[config.mk]
export PLATFORM = sky130hd
export DESIGN_NAME = ld_boot_loader
export DESIGN_NICKNAME = d
export VERILOG_FILES = /design/src/logic/ld_pkg.sv /design/src/logic/ld_shift.sv /design/src/logic/ld_boot_loader.sv
export VERILOG_INCLUDE_DIRS = /design/src /design/src/logic
export SDC_FILE = /design/constraint.sdc
export NUM_CORES = 1
export LEC_CHECK = 0
export ABC_AREA = 0
export BUFFER_PORTS_ARGS = -buffer_cell sky130_fd_sc_hd__buf_2
export CORE_MARGIN = 1.5
export CORE_UTILIZATION = 65
export CTS_CLUSTER_DIAMETER = 120
export CTS_CLUSTER_SIZE = 28
export DETAILED_ROUTE_END_ITERATION = 8
export GPL_ROUTABILITY_DRIVEN = 0
export PLACE_DENSITY = 0.83
export SLEW_MARGIN = 20
export SYNTH_ARGS = -nofsm -noshare
export SYNTH_HDL_FRONTEND = slang
export SYNTH_HIERARCHICAL = 1
export SYNTH_SLANG_ARGS = --single-unit
[constraint.sdc]
create_clock -name ref_clk_i -period 8.75 [get_ports ref_clk_i]
set_clock_uncertainty 0.15 [all_clocks]
set_input_delay 0 -clock ref_clk_i [delete_from_list [all_inputs] [get_ports ref_clk_i]]
set_output_delay 0 -clock ref_clk_i [all_outputs]
set_load 0.02 [all_outputs]
[src/logic/ld_cfg.svh]
/*
 constants for the serial flash boot loader: register offsets, field positions,
 reset values, flash addresses and clock timing.
 assumes inclusion by bare name from the loader sources.
*/
`ifndef LD_CFG_SVH
`define LD_CFG_SVH

// register offsets (byte addresses on the plain register port)
`define LD_OFF_CTRL 8'h00
`define LD_OFF_CMD 8'h04
`define LD_OFF_STATUS 8'h08
`define LD_OFF_UTX 8'h0c
`define LD_OFF_URX 8'h10

// control fields
`define LD_CTRL_DUAL 0
`define LD_CTRL_GOLD_EXT 1
`define LD_CTRL_PORT_LO 2
`define LD_CTRL_PORT_HI 3
`define LD_CTRL_USER_CS 4
`define LD_CTRL_USER_EN 5
`define LD_CTRL_W 6
`define LD_CTRL_RST 6'h04
`define LD_CMD_RELOAD 0

// master port setting encodings
`define LD_PORT_DISABLE 2'h0
`define LD_PORT_ENABLE 2'h1
`define LD_PORT_USER_RSV 2'h2

// flash protocol
`define LD_READ_OP 8'h03
`define LD_SINGLE_BASE 24'h000000
`define LD_DUAL_BASE 24'h010000
`define LD_CRC_INIT 16'hffff
`define LD_CRC_POLY 16'h1021

// timing: half periods of the master clock in reference cycles
`define LD_REF_KHZ 250000
`define LD_NOM_KHZ 2080
`define LD_NOM_HALF 8'(`LD_REF_KHZ / (2 * `LD_NOM_KHZ))
`define LD_HALF_MIN 8'h02

// synchroniser reset levels: {program_request_n, master_serial_in, scan[3:0]}
`define LD_SYNC_W 6
`define LD_SYNC_RST 6'h20

`endif

[src/logic/ld_pkg.sv]
/*
 types shared by the serial flash boot loader modules.
 assumes nothing beyond a SystemVerilog compiler.
*/
package ld_pkg;

	typedef enum {
		LD_IDLE, LD_ARB, LD_SDM, LD_CMD, LD_PRE, LD_RATE, LD_ROW, LD_CRC, LD_WR,
		LD_DWAIT, LD_FALL, LD_USER, LD_FAIL
	} ld_state_t;

	typedef struct packed {
		logic clk;
		logic sel_n;
		logic mosi;
	} ld_pins_t;

	typedef struct packed {
		logic en;
		logic sclk;
		logic sel_n;
		logic mosi;
	} ld_scan_t;

	typedef struct packed {
		logic [7:0] addr;
		logic [31:0] wdata;
		logic wr;
		logic rd;
	} ld_bus_t;

endpackage

[src/logic/ld_shift.sv]
/*
 one byte serial shifter, clock polarity and phase mode 0, msb first.
 assumes miso_i is already synchronised and half_i stays stable during a byte.
*/
`timescale 1ns/1ps
`default_nettype none

module ld_shift import ld_pkg::*; (
	// clock and reset
	input wire logic clk_i,
	input wire logic resetn_i,
	// byte request
	input wire logic start_i,
	input wire logic [7:0] tx_i,
	input wire logic [7:0] half_i,
	// serial side
	input wire logic miso_i,
	output logic sclk_o,
	output logic mosi_o,
	// result
	output logic busy_o,
	output logic done_o,
	output logic [7:0] rx_o
);

	logic [7:0] cnt_q;
	logic [2:0] bit_q;
	logic [7:0] sh_q;

	always_ff @(posedge clk_i) begin
		if (!resetn_i) begin
			cnt_q <= 8'h00;
			bit_q <= 3'h0;
			sh_q <= 8'h00;
			sclk_o <= 1'b0;
			mosi_o <= 1'b0;
			busy_o <= 1'b0;
			done_o <= 1'b0;
			rx_o <= 8'h00;
		end else begin
			done_o <= 1'b0;
			if (start_i && !busy_o) begin
				// first bit stands before the first rising edge
				busy_o <= 1'b1;
				sh_q <= tx_i;
				mosi_o <= tx_i[7];
				cnt_q <= 8'h00;
				bit_q <= 3'h0;
				sclk_o <= 1'b0;
			end else if (busy_o) begin
				if (cnt_q == half_i - 8'h01) begin
					cnt_q <= 8'h00;
					if (!sclk_o) begin
						sclk_o <= 1'b1;
						rx_o <= {rx_o[6:0], miso_i};
					end else begin
						sclk_o <= 1'b0;
						if (bit_q == 3'h7) begin
							busy_o <= 1'b0;
							done_o <= 1'b1;
						end else begin
							bit_q <= bit_q + 3'h1;
							sh_q <= {sh_q[6:0], 1'b0};
							mosi_o <= sh_q[6];
						end
					end
				end else begin
					cnt_q <= cnt_q + 8'h01;
				end
			end
		end
	end

endmodule

`default_nettype wire

[src/logic/ld_boot_loader.sv]
/*
 serial flash boot loader: fetches the configuration bitstream over the master
 serial port, checks each row, falls back to the golden image, then hands the
 pins to the user controller or the scan pass-through.
 assumes a single 250 MHz clock, internal self-download and configuration memory
 on the same clock, and a flash that answers the plain read opcode.
// Summary of operation
// - start a load at power-up, on a reload command, or program request release
// - every load starts with the master clock at nominal 2.08 MHz
// - during a load hold select low, shift commands out, capture flash data
// - after all data is fetched, raise select and float the serial outputs
// - only the 03 hex read opcode is sent; flash must accept it
// - skip padding, read the rate field, fetch the rest at the new rate
// - no preamble within the allowed time fails the attempt
// - single-image external mode reads from flash address zero
// - dual-image mode reads the external image from 0x010000
// - in user mode the serial port pins are released
// - dual-image: primary first, golden fallback only after primary fails
// - bad row CRC erases configuration memory and reloads from golden
// - master clock pulse count expiring before done falls back to golden
// - golden location option reverses primary and fallback order
// - user reservation setting keeps the pins for user logic, no dual boot
// - erased feature row keeps the master serial port inactive
// - user mode controller drives the pins through control and data registers
// - scan pass-through lets an outside host reach the flash
*/
`timescale 1ns/1ps
`default_nettype none
`include "ld_cfg.svh"

module ld_boot_loader import ld_pkg::*; #(
	parameter int ROW_BYTES = 16,
	parameter int ROWS = 4,
	parameter int PRE_LIMIT = 64,
	parameter int TIMEOUT_PULSES = 100000,
	parameter logic [15:0] PREAMBLE = 16'ha5c3
) (
	// clock and reset
	input wire logic ref_clk_i,
	input wire logic resetn_i,
	// register port
	input wire ld_bus_t bus_i,
	output logic [31:0] rdata_o,
	// flash pins
	output ld_pins_t flash_o,
	output ld_pins_t flash_oe_o,
	input wire logic master_serial_in_i,
	input wire logic program_request_n_i,
	// scan pass-through
	input wire ld_scan_t scan_i,
	output logic scan_miso_o,
	// internal image loader and configuration memory
	input wire logic feature_row_erased_i,
	output logic sdm_start_o,
	input wire logic sdm_done_i,
	input wire logic sdm_fail_i,
	output logic [7:0] cfg_data_o,
	output logic cfg_wr_o,
	output logic cfg_row_end_o,
	output logic cfg_erase_o,
	input wire logic cfg_done_i,
	// status
	output logic user_mode_o,
	output logic load_fail_o
);

	localparam int IW = (ROW_BYTES > 1) ? $clog2(ROW_BYTES) : 1;
	localparam logic [15:0] RB = 16'(ROW_BYTES);
	localparam logic [15:0] NROWS = 16'(ROWS);
	localparam logic [15:0] PLIM = 16'(PRE_LIMIT);
	localparam logic [31:0] TOUT = 32'(TIMEOUT_PULSES);

	ld_state_t st_q;
	logic [`LD_CTRL_W-1:0] ctrl_q;
	logic [7:0] utx_q;
	logic attempt_q, src_ext_q, dual_run_q, por_pend_q, prog_prev_q;
	logic [23:0] base_q;
	logic [15:0] byte_q, row_q, pre_cnt_q, win_q, crc_q, crc_rx_q;
	logic [7:0] half_q, eng_tx_q;
	logic eng_start_q, sdm_start_q, cfg_wr_q, cfg_row_end_q, cfg_erase_q, load_fail_q;
	logic [7:0] cfg_data_q;
	logic user_mode_q, failed_q;
	logic [31:0] pulse_q;
	logic [8:0] mc_cnt_q;
	logic [7:0] rowbuf_q [ROW_BYTES];
	ld_pins_t pin_q, oe_q, pin_d, oe_d;
	logic [31:0] rdata_q;
	logic [`LD_SYNC_W-1:0] clean;
	logic eng_sclk, eng_mosi, eng_busy, eng_done;
	logic [7:0] eng_rx;

	function automatic logic [15:0] crc_byte(input logic [15:0] c, input logic [7:0] b);
		logic [15:0] r;
		r = c;
		for (int i = 7; i >= 0; i--) begin
			r = (r[15] ^ b[i]) ? ({r[14:0], 1'b0} ^ `LD_CRC_POLY) : {r[14:0], 1'b0};
		end
		return r;
	endfunction

	////////////////////////////////////////////////////////////////////////////
	// pin synchronisers: a change counts once the second and third stages agree

	logic [`LD_SYNC_W-1:0] raw;
	assign raw = {program_request_n_i, master_serial_in_i, scan_i};

	for (genvar gi = 0; gi < `LD_SYNC_W; gi++) begin : g_sync
		logic s1_q, s2_q, s3_q, c_q;
		localparam logic [`LD_SYNC_W-1:0] RSTV = `LD_SYNC_RST;
		always_ff @(posedge ref_clk_i) begin
			if (!resetn_i) begin
				s1_q <= RSTV[gi];
				s2_q <= RSTV[gi];
				s3_q <= RSTV[gi];
				c_q <= RSTV[gi];
			end else begin
				s1_q <= raw[gi];
				s2_q <= s1_q;
				s3_q <= s2_q;
				if (s2_q == s3_q) begin
					c_q <= s3_q;
				end
			end
		end
		assign clean[gi] = c_q;
	end

	logic prog_s, miso_s;
	ld_scan_t scan_s;
	assign prog_s = clean[5];
	assign miso_s = clean[4];
	assign scan_s = clean[3:0];

	////////////////////////////////////////////////////////////////////////////
	// register port

	logic reload_wr, utx_wr, loading, attempting, port_ok, eng_idle, eng_issue;
	assign reload_wr = bus_i.wr && bus_i.addr == `LD_OFF_CMD && bus_i.wdata[`LD_CMD_RELOAD];
	assign utx_wr = bus_i.wr && bus_i.addr == `LD_OFF_UTX;

	always_ff @(posedge ref_clk_i) begin
		if (!resetn_i) begin
			ctrl_q <= `LD_CTRL_RST;
			utx_q <= 8'h00;
		end else begin
			if (bus_i.wr && bus_i.addr == `LD_OFF_CTRL) begin
				ctrl_q <= bus_i.wdata[`LD_CTRL_W-1:0];
			end
			if (utx_wr) begin
				utx_q <= bus_i.wdata[7:0];
			end
		end
	end

	always_ff @(posedge ref_clk_i) begin
		if (!resetn_i) begin
			rdata_q <= 32'h0000_0000;
		end else begin
			rdata_q <= 32'h0000_0000;
			if (bus_i.rd) begin
				case (bus_i.addr)
					`LD_OFF_CTRL: rdata_q <= {26'h0, ctrl_q};
					`LD_OFF_STATUS: rdata_q <= {16'h0, half_q, 2'h0, eng_busy, src_ext_q,
						attempt_q, loading, failed_q, user_mode_q};
					`LD_OFF_URX: rdata_q <= {24'h0, eng_rx};
					default: rdata_q <= 32'h0000_0000;
				endcase
			end
		end
	end

	////////////////////////////////////////////////////////////////////////////
	// byte shifter shared by the loader and the user controller

	assign loading = st_q inside {LD_CMD, LD_PRE, LD_RATE, LD_ROW, LD_CRC, LD_WR};
	assign attempting = loading || st_q inside {LD_SDM, LD_DWAIT};
	assign port_ok = !feature_row_erased_i && ctrl_q[`LD_CTRL_PORT_HI:`LD_CTRL_PORT_LO] == `LD_PORT_ENABLE;
	assign eng_idle = !eng_busy && !eng_start_q && !eng_done;
	assign eng_issue = eng_idle && (st_q inside {LD_CMD, LD_PRE, LD_RATE, LD_ROW}
		|| (st_q == LD_USER && utx_wr && ctrl_q[`LD_CTRL_USER_EN]));

	ld_shift u_shift (
		.clk_i(ref_clk_i),
		.resetn_i(resetn_i),
		.start_i(eng_start_q),
		.tx_i(eng_tx_q),
		.half_i(half_q),
		.miso_i(miso_s),
		.sclk_o(eng_sclk),
		.mosi_o(eng_mosi),
		.busy_o(eng_busy),
		.done_o(eng_done),
		.rx_o(eng_rx)
	);

	always_ff @(posedge ref_clk_i) begin
		if (!resetn_i) begin
			eng_start_q <= 1'b0;
			eng_tx_q <= 8'h00;
		end else begin
			eng_start_q <= eng_issue;
			if (eng_issue) begin
				case (st_q)
					LD_CMD: eng_tx_q <= (byte_q == 16'h0) ? `LD_READ_OP :
						(byte_q == 16'h1) ? base_q[23:16] :
						(byte_q == 16'h2) ? base_q[15:8] : base_q[7:0];
					LD_USER: eng_tx_q <= bus_i.wdata[7:0];
					default: eng_tx_q <= 8'h00;
				endcase
			end
		end
	end

	////////////////////////////////////////////////////////////////////////////
	// master clock pulse counter for the load timeout

	always_ff @(posedge ref_clk_i) begin
		if (!resetn_i) begin
			mc_cnt_q <= 9'h000;
			pulse_q <= 32'h0;
		end else if (!attempting) begin
			mc_cnt_q <= 9'h000;
			pulse_q <= 32'h0;
		end else if (mc_cnt_q >= {half_q, 1'b0} - 9'h001) begin
			mc_cnt_q <= 9'h000;
			pulse_q <= pulse_q + 32'h1;
		end else begin
			mc_cnt_q <= mc_cnt_q + 9'h001;
		end
	end

	////////////////////////////////////////////////////////////////////////////
	// row buffer: a row waits here until its CRC has been checked

	always_ff @(posedge ref_clk_i) begin
		if (st_q == LD_ROW && eng_done && byte_q < RB) begin
			rowbuf_q[byte_q[IW-1:0]] <= eng_rx;
		end
	end

	////////////////////////////////////////////////////////////////////////////
	// load sequencer

	always_ff @(posedge ref_clk_i) begin
		if (!resetn_i) begin
			st_q <= LD_IDLE;
			por_pend_q <= 1'b1;
			prog_prev_q <= 1'b1;
			attempt_q <= 1'b0;
			src_ext_q <= 1'b0;
			dual_run_q <= 1'b0;
			base_q <= `LD_SINGLE_BASE;
			byte_q <= 16'h0;
			row_q <= 16'h0;
			pre_cnt_q <= 16'h0;
			win_q <= 16'h0;
			crc_q <= `LD_CRC_INIT;
			crc_rx_q <= 16'h0;
			half_q <= `LD_NOM_HALF;
			sdm_start_q <= 1'b0;
			cfg_data_q <= 8'h00;
			cfg_wr_q <= 1'b0;
			cfg_row_end_q <= 1'b0;
			cfg_erase_q <= 1'b0;
			load_fail_q <= 1'b0;
			user_mode_q <= 1'b0;
			failed_q <= 1'b0;
		end else begin
			prog_prev_q <= prog_s;
			sdm_start_q <= 1'b0;
			cfg_wr_q <= 1'b0;
			cfg_row_end_q <= 1'b0;
			cfg_erase_q <= 1'b0;
			load_fail_q <= 1'b0;
			case (st_q)
				LD_IDLE, LD_USER, LD_FAIL: begin
					if (prog_s && (por_pend_q || reload_wr || !prog_prev_q)) begin
						st_q <= LD_ARB;
						por_pend_q <= 1'b0;
						user_mode_q <= 1'b0;
						failed_q <= 1'b0;
					end
				end
				LD_ARB: begin
					half_q <= `LD_NOM_HALF;
					attempt_q <= 1'b0;
					byte_q <= 16'h0;
					dual_run_q <= port_ok && ctrl_q[`LD_CTRL_DUAL];
					base_q <= ctrl_q[`LD_CTRL_DUAL] ? `LD_DUAL_BASE : `LD_SINGLE_BASE;
					if (eng_busy || eng_start_q) begin
						// a byte cut off by a program request must end before a new frame
						st_q <= LD_ARB;
					end else if (!port_ok) begin
						// port inactive: only the internal image can be tried
						src_ext_q <= 1'b0;
						attempt_q <= 1'b1;
						sdm_start_q <= 1'b1;
						st_q <= LD_SDM;
					end else if (ctrl_q[`LD_CTRL_DUAL] && ctrl_q[`LD_CTRL_GOLD_EXT]) begin
						src_ext_q <= 1'b0;
						sdm_start_q <= 1'b1;
						st_q <= LD_SDM;
					end else begin
						src_ext_q <= 1'b1;
						st_q <= LD_CMD;
					end
				end
				LD_SDM: begin
					if (sdm_done_i) begin
						st_q <= LD_USER;
						user_mode_q <= 1'b1;
					end else if (sdm_fail_i) begin
						st_q <= LD_FALL;
					end
				end
				LD_CMD: begin
					if (eng_done) begin
						byte_q <= byte_q + 16'h1;
						if (byte_q == 16'h3) begin
							st_q <= LD_PRE;
							pre_cnt_q <= 16'h0;
							win_q <= 16'h0;
						end
					end
				end
				LD_PRE: begin
					if (eng_done) begin
						// padding is skipped by sliding until the preamble appears
						win_q <= {win_q[7:0], eng_rx};
						pre_cnt_q <= pre_cnt_q + 16'h1;
						if ({win_q[7:0], eng_rx} == PREAMBLE) begin
							st_q <= LD_RATE;
						end else if (pre_cnt_q + 16'h1 >= PLIM) begin
							st_q <= LD_FALL;
						end
					end
				end
				LD_RATE: begin
					if (eng_done) begin
						half_q <= (eng_rx < `LD_HALF_MIN) ? `LD_HALF_MIN : eng_rx;
						st_q <= LD_ROW;
						byte_q <= 16'h0;
						row_q <= 16'h0;
						crc_q <= `LD_CRC_INIT;
					end
				end
				LD_ROW: begin
					if (eng_done) begin
						byte_q <= byte_q + 16'h1;
						if (byte_q < RB) begin
							crc_q <= crc_byte(crc_q, eng_rx);
						end else if (byte_q == RB) begin
							crc_rx_q[15:8] <= eng_rx;
						end else begin
							crc_rx_q[7:0] <= eng_rx;
							st_q <= LD_CRC;
						end
					end
				end
				LD_CRC: begin
					byte_q <= 16'h0;
					st_q <= (crc_rx_q == crc_q) ? LD_WR : LD_FALL;
				end
				LD_WR: begin
					cfg_data_q <= rowbuf_q[byte_q[IW-1:0]];
					cfg_wr_q <= 1'b1;
					byte_q <= byte_q + 16'h1;
					if (byte_q == RB - 16'h1) begin
						cfg_row_end_q <= 1'b1;
						byte_q <= 16'h0;
						crc_q <= `LD_CRC_INIT;
						row_q <= row_q + 16'h1;
						st_q <= (row_q == NROWS - 16'h1) ? LD_DWAIT : LD_ROW;
					end
				end
				LD_DWAIT: begin
					if (cfg_done_i) begin
						st_q <= LD_USER;
						user_mode_q <= 1'b1;
					end
				end
				LD_FALL: begin
					// a timed-out byte still clocks; its late done must not count as a command
					if (!eng_busy && !eng_start_q) begin
						cfg_erase_q <= 1'b1;
						half_q <= `LD_NOM_HALF;
						byte_q <= 16'h0;
						if (!attempt_q && dual_run_q) begin
							attempt_q <= 1'b1;
							src_ext_q <= !src_ext_q;
							sdm_start_q <= src_ext_q;
							st_q <= src_ext_q ? LD_SDM : LD_CMD;
						end else begin
							st_q <= LD_FAIL;
							load_fail_q <= 1'b1;
							failed_q <= 1'b1;
						end
					end
				end
				default: st_q <= LD_IDLE;
			endcase
			if (attempting && pulse_q >= TOUT) begin
				st_q <= LD_FALL;
			end
			if (!prog_s) begin
				// a held program request parks the loader until it is released
				st_q <= LD_IDLE;
				user_mode_q <= 1'b0;
			end
		end
	end

	////////////////////////////////////////////////////////////////////////////
	// pin ownership: loader, then scan pass-through, then user controller

	always_comb begin
		pin_d = '{clk: 1'b0, sel_n: 1'b1, mosi: 1'b0};
		oe_d = '{clk: 1'b0, sel_n: 1'b0, mosi: 1'b0};
		if (loading) begin
			pin_d = '{clk: eng_sclk, sel_n: 1'b0, mosi: eng_mosi};
			oe_d = '{clk: 1'b1, sel_n: 1'b1, mosi: 1'b1};
		end else if (scan_s.en && st_q != LD_SDM) begin
			pin_d = '{clk: scan_s.sclk, sel_n: scan_s.sel_n, mosi: scan_s.mosi};
			oe_d = '{clk: 1'b1, sel_n: 1'b1, mosi: 1'b1};
		end else if (st_q == LD_USER && ctrl_q[`LD_CTRL_USER_EN]) begin
			pin_d = '{clk: eng_sclk, sel_n: !ctrl_q[`LD_CTRL_USER_CS], mosi: eng_mosi};
			oe_d = '{clk: 1'b1, sel_n: 1'b1, mosi: 1'b1};
		end
	end

	always_ff @(posedge ref_clk_i) begin
		if (!resetn_i) begin
			pin_q <= '{clk: 1'b0, sel_n: 1'b1, mosi: 1'b0};
			oe_q <= '{clk: 1'b0, sel_n: 1'b0, mosi: 1'b0};
			scan_miso_o <= 1'b0;
		end else begin
			pin_q <= pin_d;
			oe_q <= oe_d;
			scan_miso_o <= miso_s;
		end
	end

	assign flash_o = pin_q;
	assign flash_oe_o = oe_q;
	assign rdata_o = rdata_q;
	assign sdm_start_o = sdm_start_q;
	assign cfg_data_o = cfg_data_q;
	assign cfg_wr_o = cfg_wr_q;
	assign cfg_row_end_o = cfg_row_end_q;
	assign cfg_erase_o = cfg_erase_q;
	assign user_mode_o = user_mode_q;
	assign load_fail_o = load_fail_q;
endmodule

`default_nettype wire

Word level (Yosys, flattened, before mapping)
Memory sizes are Yosys's and may differ from the RTL's. A register that Yosys moved wholly into a read port is not among the register bits.
Cells that the tools add are included.
{"block": "word_totals", "regBits": 313, "latch_bits": 0, "mem_bits_rw": 128, "mem_bits_ro": 0, "output_inout_bits": 53, "mem_count": 1}
{"name": "rowbuf_q", "depth": 16, "word_bits": 8, "rd": 1, "rd_clocked_by_memory_dff": 1, "wr": 1, "line_no": "ld_boot_loader.sv:85", "rtl": "logic [7:0] rowbuf_q [ROW_BYTES];"}
{"block": "op_classes", "addsub": 9, "n_mul": 0, "div_mod_pow": 0, "n_lt_le_gt_ge": 5, "n_eq_ne": 69, "shifts": 0, "muxes": 114, "bitwise_logic": 26, "n_reduce_logical": 82}
{"op": "2-to-1 mux 32 bit", "n": 15}
{"op": "one-hot mux 32 bit (11 select lines)", "n": 1}
{"op": "equality test 32 x 4 -> 1 bit, second input constant", "n": 6}
{"op": "2-to-1 mux 16 bit", "n": 12}
{"op": "equality test 32 x 3 -> 1 bit, second input constant", "n": 4}
{"op": "2-to-1 mux 13 bit", "n": 8}
{"op": "one-hot mux 16 bit (3 select lines)", "n": 2}
{"op": "one-hot mux 16 bit (5 select lines)", "n": 1}
{"op": "equality test 32 x 2 -> 1 bit, second input constant", "n": 2}
{"op": "2-to-1 mux 8 bit", "n": 8}
{"op": "one-hot mux 16 bit (2 select lines)", "n": 2}
{"op": "adder 16 x 1 -> 16 bit, second input constant", "n": 3}
{"op": "equality test 16 x 2 -> 1 bit, second input constant", "n": 3}
{"op": "2-to-1 mux 1 bit", "n": 40}
{"op": "AND reduction 4 bit", "n": 10}
{"op": "2-to-1 mux 7 bit", "n": 5}
{"op": "adder 32 x 1 -> 32 bit, second input constant", "n": 1}
{"op": "equality test 32 x 1 -> 1 bit, second input constant", "n": 1}
{"op": "equality test 32 x 5 -> 1 bit, second input constant", "n": 1}
{"op": ">= comparator 32 x 17 -> 1 bit, second input constant", "n": 1}
{"op": "zero test 32 bit", "n": 1}
{"op": "inequality test 32 x 3 -> 1 bit, second input constant", "n": 1}
{"op": "one-hot mux 8 bit (2 select lines)", "n": 2}
{"op": "AND reduction 13 bit", "n": 2}
{"op": "54 further kinds", "n": 173}

Logic depth before layout (Yosys ltp)
{"block": "logic_depth", "ltp_word": 19, "mapped_depth": 13, "mapped_depth_nobuf": 12}

By module
Netlist, hierarchy kept.
{"module": "ld_boot_loader", "n_inst": 1, "cells_per_inst": 1470, "area_each_um2": 15473.6, "seq_area_each_um2": 8287.9}
{"module": "ld_shift", "n_inst": 1, "cells_per_inst": 168, "area_each_um2": 1559.0, "seq_area_each_um2": 600.6}

Least setup slack after synthesis
Ideal clock, no wire load.
{"block": "synth_timing", "kind": "flip-flop to flip-flop", "startpoint": "reg half_q[2]", "endpoint": "reg pulse_q[31]", "setup_ns": 0.128, "arrival_ns": 2.961, "t_required_ns": 8.472, "path_slack_ns": 5.512, "stages_incl_launch_ff": 12, "path_buffers": 1, "cell_sequence": "dfxtp_1 > nor2_1 > nor4b_1 > xnor2_1 > ha_1 > a211o_1 > a211o_1 > a211oi_1 > clkbuf_1 > nor3_1 > xnor2_1 > nor2_1"}
{"block": "synth_between", "elab_chain_len": 2}
{"element": "start, declared", "line_no": "ld_boot_loader.sv:79", "rtl": "logic [7:0] half_q, eng_tx_q;"}
{"element": "start signal, assigned", "line_no": "ld_boot_loader.sv:259", "rtl": "half_q <= `LD_NOM_HALF;"}
{"element": "start signal, assigned", "line_no": "ld_boot_loader.sv:285", "rtl": "half_q <= `LD_NOM_HALF;"}
{"element": "start signal, assigned", "line_no": "ld_boot_loader.sv:340", "rtl": "half_q <= (eng_rx < `LD_HALF_MIN) ? `LD_HALF_MIN : eng_rx;"}
{"element": "subtractor 9 x 1 -> 9 bit", "line_no": "ld_boot_loader.sv:224", "rtl": "end else if (mc_cnt_q >= {half_q, 1'b0} - 9'h001) begin"}
{"element": ">= comparator 9 bit", "line_no": "ld_boot_loader.sv:224"}
{"element": "end signal, assigned", "line_no": "ld_boot_loader.sv:226", "rtl": "pulse_q <= pulse_q + 32'h1;"}
{"element": "end, declared", "line_no": "ld_boot_loader.sv:83", "rtl": "logic [31:0] pulse_q;"}
No other way between the ends.
A chain may end at the register's enable or synchronous reset.

Worst setup path in the final report
{"block": "layout_timing", "startpoint": "reg st_q[2]", "endpoint": "reg st_q[3]"}
{"block": "layout_between", "elab_chain_len": 6, "word_cells_on_any_way": 34}
{"element": "start, declared", "line_no": "ld_boot_loader.sv:73", "rtl": "ld_state_t st_q;"}
{"element": "start signal, assigned", "line_no": "ld_boot_loader.sv:362", "rtl": "st_q <= (crc_rx_q == crc_q) ? LD_WR : LD_FALL;"}
{"element": "start signal, assigned", "line_no": "ld_boot_loader.sv:373", "rtl": "st_q <= (row_q == NROWS - 16'h1) ? LD_DWAIT : LD_ROW;"}
{"element": "start signal, assigned", "line_no": "ld_boot_loader.sv:392", "rtl": "st_q <= src_ext_q ? LD_SDM : LD_CMD;"}
{"element": "equality test 32 x 2 -> 1 bit (tied with other cells)", "line_no": "ld_boot_loader.sv:175, ld_boot_loader.sv:275"}
{"element": "nonzero test 6 bit or nonzero test 2 bit (tied branches)", "line_no": "ld_boot_loader.sv:175, ld_boot_loader.sv:176"}
{"element": "logical OR 1 bit", "line_no": "ld_boot_loader.sv:176", "rtl": "assign attempting = loading || st_q inside {LD_SDM, LD_DWAIT};"}
{"element": "logical AND 1 bit", "line_no": "ld_boot_loader.sv:402", "rtl": "if (attempting && pulse_q >= TOUT) begin"}
{"element": "inequality test 4 x 1 -> 1 bit (no line) (tied with other cells)"}
{"element": "AND reduction 13 bit (no line)"}
Parallel ways exist; a longest one is shown, timed or not.

==> flow_metrics.py <==
metrics = {
    "logic_synthesis": {
        "synthFlopType": "dfxtp_1",
        "avgSynthCellArea_um2": 10.4,
        "synth_top_area_cell": "dfxtp_1",
        "synth_area_leaders": "dfxtp_1, edfxtp_1, mux4_2",
        "synthCells": 1638,
        "synth.cell_area_um2": 17000,
        "synth-edff-count": 128,
        "ys_seq_area_share_pct": 52.2,
        "async_flop_share_pct": 0,
        "yosysWarnings": 6,
        "ys_ff_latch": 380,
        "netlist-cell-type-count": 80,
        "synth_top_area_share_pct": 29.6,
    },
    "global_route": {
        "grt_usage_pct": 28.4,
        "grt_pass1_vias": 11700,
        "grt_util_met2_pct": 46.5,
        "grt_pass1_wl_mm": 60.8,
        "grt_overflow": 0,
        "gr-usage-met3_pct": 3.54,
        "antenna_found_initial": 1,
        "busiest_layer": "met2",
        "globalRouteMet1Util_pct": 39.8,
        "grt_max_degree": 83,
    },
    "power_and_ir_drop": {
        "cellLeakagePower_nw": 6.38,
        "p_per_area_nw_per_um2": 187,
        "ir_drop_mv": 0.242,
    },
    "drt": {
        "drt_iter0_markers": 1612,
        "drt-pass1-iter-count": 6,
        "wirelength_mm": 38.6,
        "vias": 12700,
        "ant_nets": 0,
        "wl_per_cell_um": 18.9,
        "drc": 0,
        "viasPerCell": 6.25,
    },
    "cells_and_area": {
        "finalNetCount": 1770,
        "synthToLayoutAreaGrowth_pct": 7.65,
        "multi_input_area_um2": 7620,
        "regArea_um2": 8890,
        "drive_gt1_share_pct": 10.2,
        "fillers": 1763,
        "final_area_um2": 18300,
    },
    "cts": {
        "clk_path_buf_depth": 3,
        "cts_tree": "done",
        "cts.sinks": 380,
        "htree_levels": 1,
        "cts.clk_slew.worst_paths_ns": 0.11,
        "clk_latency_ns": 0.53,
        "cts_resized": 0,
        "clock-root-buffer": "clkbuf_16",
        "cts-buffers-inserted": 17,
    },
    "timing": {
        "hold_violations": 0,
        "final-max-slew-violation-count": 0,
        "setup_tns_ns": 0,
        "min_period_ns": 3.76,
        "setup_viol": 0,
        "relSlewSlack_pct": 29.2,
        "rsz0062_at_grt": "false",
        "worstMarginPinSlew_ns": 1.05,
        "period_share_pct": 43.0,
        "fmax_mhz": 266,
    },
    "place": {
        "hpwl_mm": 25.4,
        "port_buffers": 66,
        "dpl_cell_area_um2": 17500,
    },
    "floorplanning": {
        "io_pins": 107,
        "die_w_um": 165,
        "dieArea_um2": 27200,
        "fp.dieH_um": 165,
        "start_util_pct": 65.7,
        "core-area_um2": 25900,
        "rows": 59,
    },
    "worst_setup_path": {
        "cpPeakStageDelay_ns": 0.87,
        "cpMostUsedCell": "nand2b_1",
        "start_kind": "flip-flop",
        "arrival_ns": 4.07,
        "critPathRequiredTime_ns": 9.06,
        "crit_chain": "nand2b_1, nand2b_1, or4_1, nor4_1, a211oi_2, mux2i_1, a21oi_1",
        "cp_max_fo": 23,
        "end_kind": "flip-flop",
        "critical_path_class": "flip-flop to flip-flop",
        "cpMaxStageDelayCell": "nor4_1",
        "crit_buf_inv": 0,
        "crit_family": "simple AND/OR/NAND/NOR gates",
    },
    "hold_path": {
        "min_path_type": "input pin to flip-flop",
    },
    "run": {
        "cap_violations": 0,
    },
    "outcome": {
        "status": "finished, final reports clean",
    },
}
final timing paths:
path                  start              to  slack [ns]  cells after the start
max reg2reg         st_q[2]         st_q[3]        4.99                      7
min reg2reg  g_sync[5].s1_q  g_sync[5].s2_q        0.27                      1
min               bus_i[41]        failed_q        0.04                      6
max                 st_q[2]         st_q[3]        4.99                      7
synth_stat cells (all sizes together) (4+ instances only):
cell type and count:
a211oi 18, a21o 6, a21oi 67, a22o 7, a22oi 18, a31oi 12
and2 37, and3 27, and4 9, buf 33, clkbuf 64, dfxtp 252
edfxtp 128, ha 22, inv 32, mux2 6, mux2i 37, mux4 40
nand2 113, nand2b 13, nand3 53, nand3b 5, nand4 23, nor2 208
nor2b 19, nor3 62, nor3b 11, nor4 40, nor4b 4, o21a 5
o21ai 74, or3 13, or4 5, xnor2 75, xor2 55
kinds of logic after synthesis:
kind of cell | after synthesis | synth area share, %
AND/OR/NAND/NOR | 654 | 19.5
flip-flops | 380 | 52.2
AO/OA/AOI/OAI | 238 | 8.64
XOR/XNOR | 130 | 6.68
buffers and inverters | 129 | 3.42
multiplexers | 83 | 7.88
adder cells (fa/ha/maj) | 23 | 1.67
other | 1 | 0.0220
timing repair:
action | CTS | global route
endpoints found under the hold margin | 69 | 0
buffers inserted | 0 | 0
hold buffers | 32 | 0
sequential cells by signal, summed over array words and instances, names as in the netlist, 9 cells and up:
name and cells:
pulse_q 32, crc_rx_q 16, row_q 16, byte_q 16, rowbuf_q 128, mc_cnt_q 9, rdata_o 16, crc_q 16
pre_cnt_q 16
report_power, final:
group | switching (mW) | internal (mW)
sequential | 0.0793 | 1.85
clock | 0.529 | 0.369
combinational | 0.350 | 0.256
total | 0.958 | 2.48
metrics by stage:
step / instances / power (mW) / setup WS, ns / hold slack (ns) / util [%]
2_1_floorplan: 1653 / 2.42 / 5.51 / -0.0485 / -
3_3_place_gp: 1977 / 2.54 / 5.09 / 0.0324 / 67.6
3_5_place_dp: 1977 / 2.55 / 5.05 / 0.0537 / 67.7
4_1_cts: 2034 / 3.44 / 5.02 / 0.0256 / 70.7
5_1_grt: 2036 / 3.56 / 4.89 / 0.0620 / 70.8
6_report: 2036 / 3.43 / 4.99 / 0.0355 / 70.8
per-layer routing:
metal	vias to the layer above	wire, µm	share of wire (%)
li1	5935	-	-
met1	6153	16300	42
met2	539	18400	48
met3	98	2720	7.1
met4	0	1150	3.0
met5	-	0	0
placed cells by master (no fill, tap or decap), types with 32 or more instances in the layout:
cell,n
nor3_1,62
mux4_2,40
dlygate4sd3_1,32
a21oi_1,67
nand3_1,53
buf_2,66
edfxtp_1,128
nand2_1,113
nor2_1,208
xor2_1,55
dfxtp_1,251
nor4_1,37
mux2i_1,37
and2_1,36
xnor2_1,75
o21ai_0,63
area by class of cell:
type,instances,area share (%)
diodes,1,0.0136
flip-flops and latches,380,48.5
clock buffers,23,2.44
repair buffers,119,4.41
clock inverters,2,0.136
inverters,32,0.655
well taps,335,2.29
multi-input cells,1144,41.6
tightest hold or removal path: stages:
cell     delay, ns
buf_2         0.09
nor4b_1       0.05
nand4_1       0.12
a32oi_1       0.15
a32oi_1       0.21
nor2_1        0.05
(Power assumes the default switching activity.)
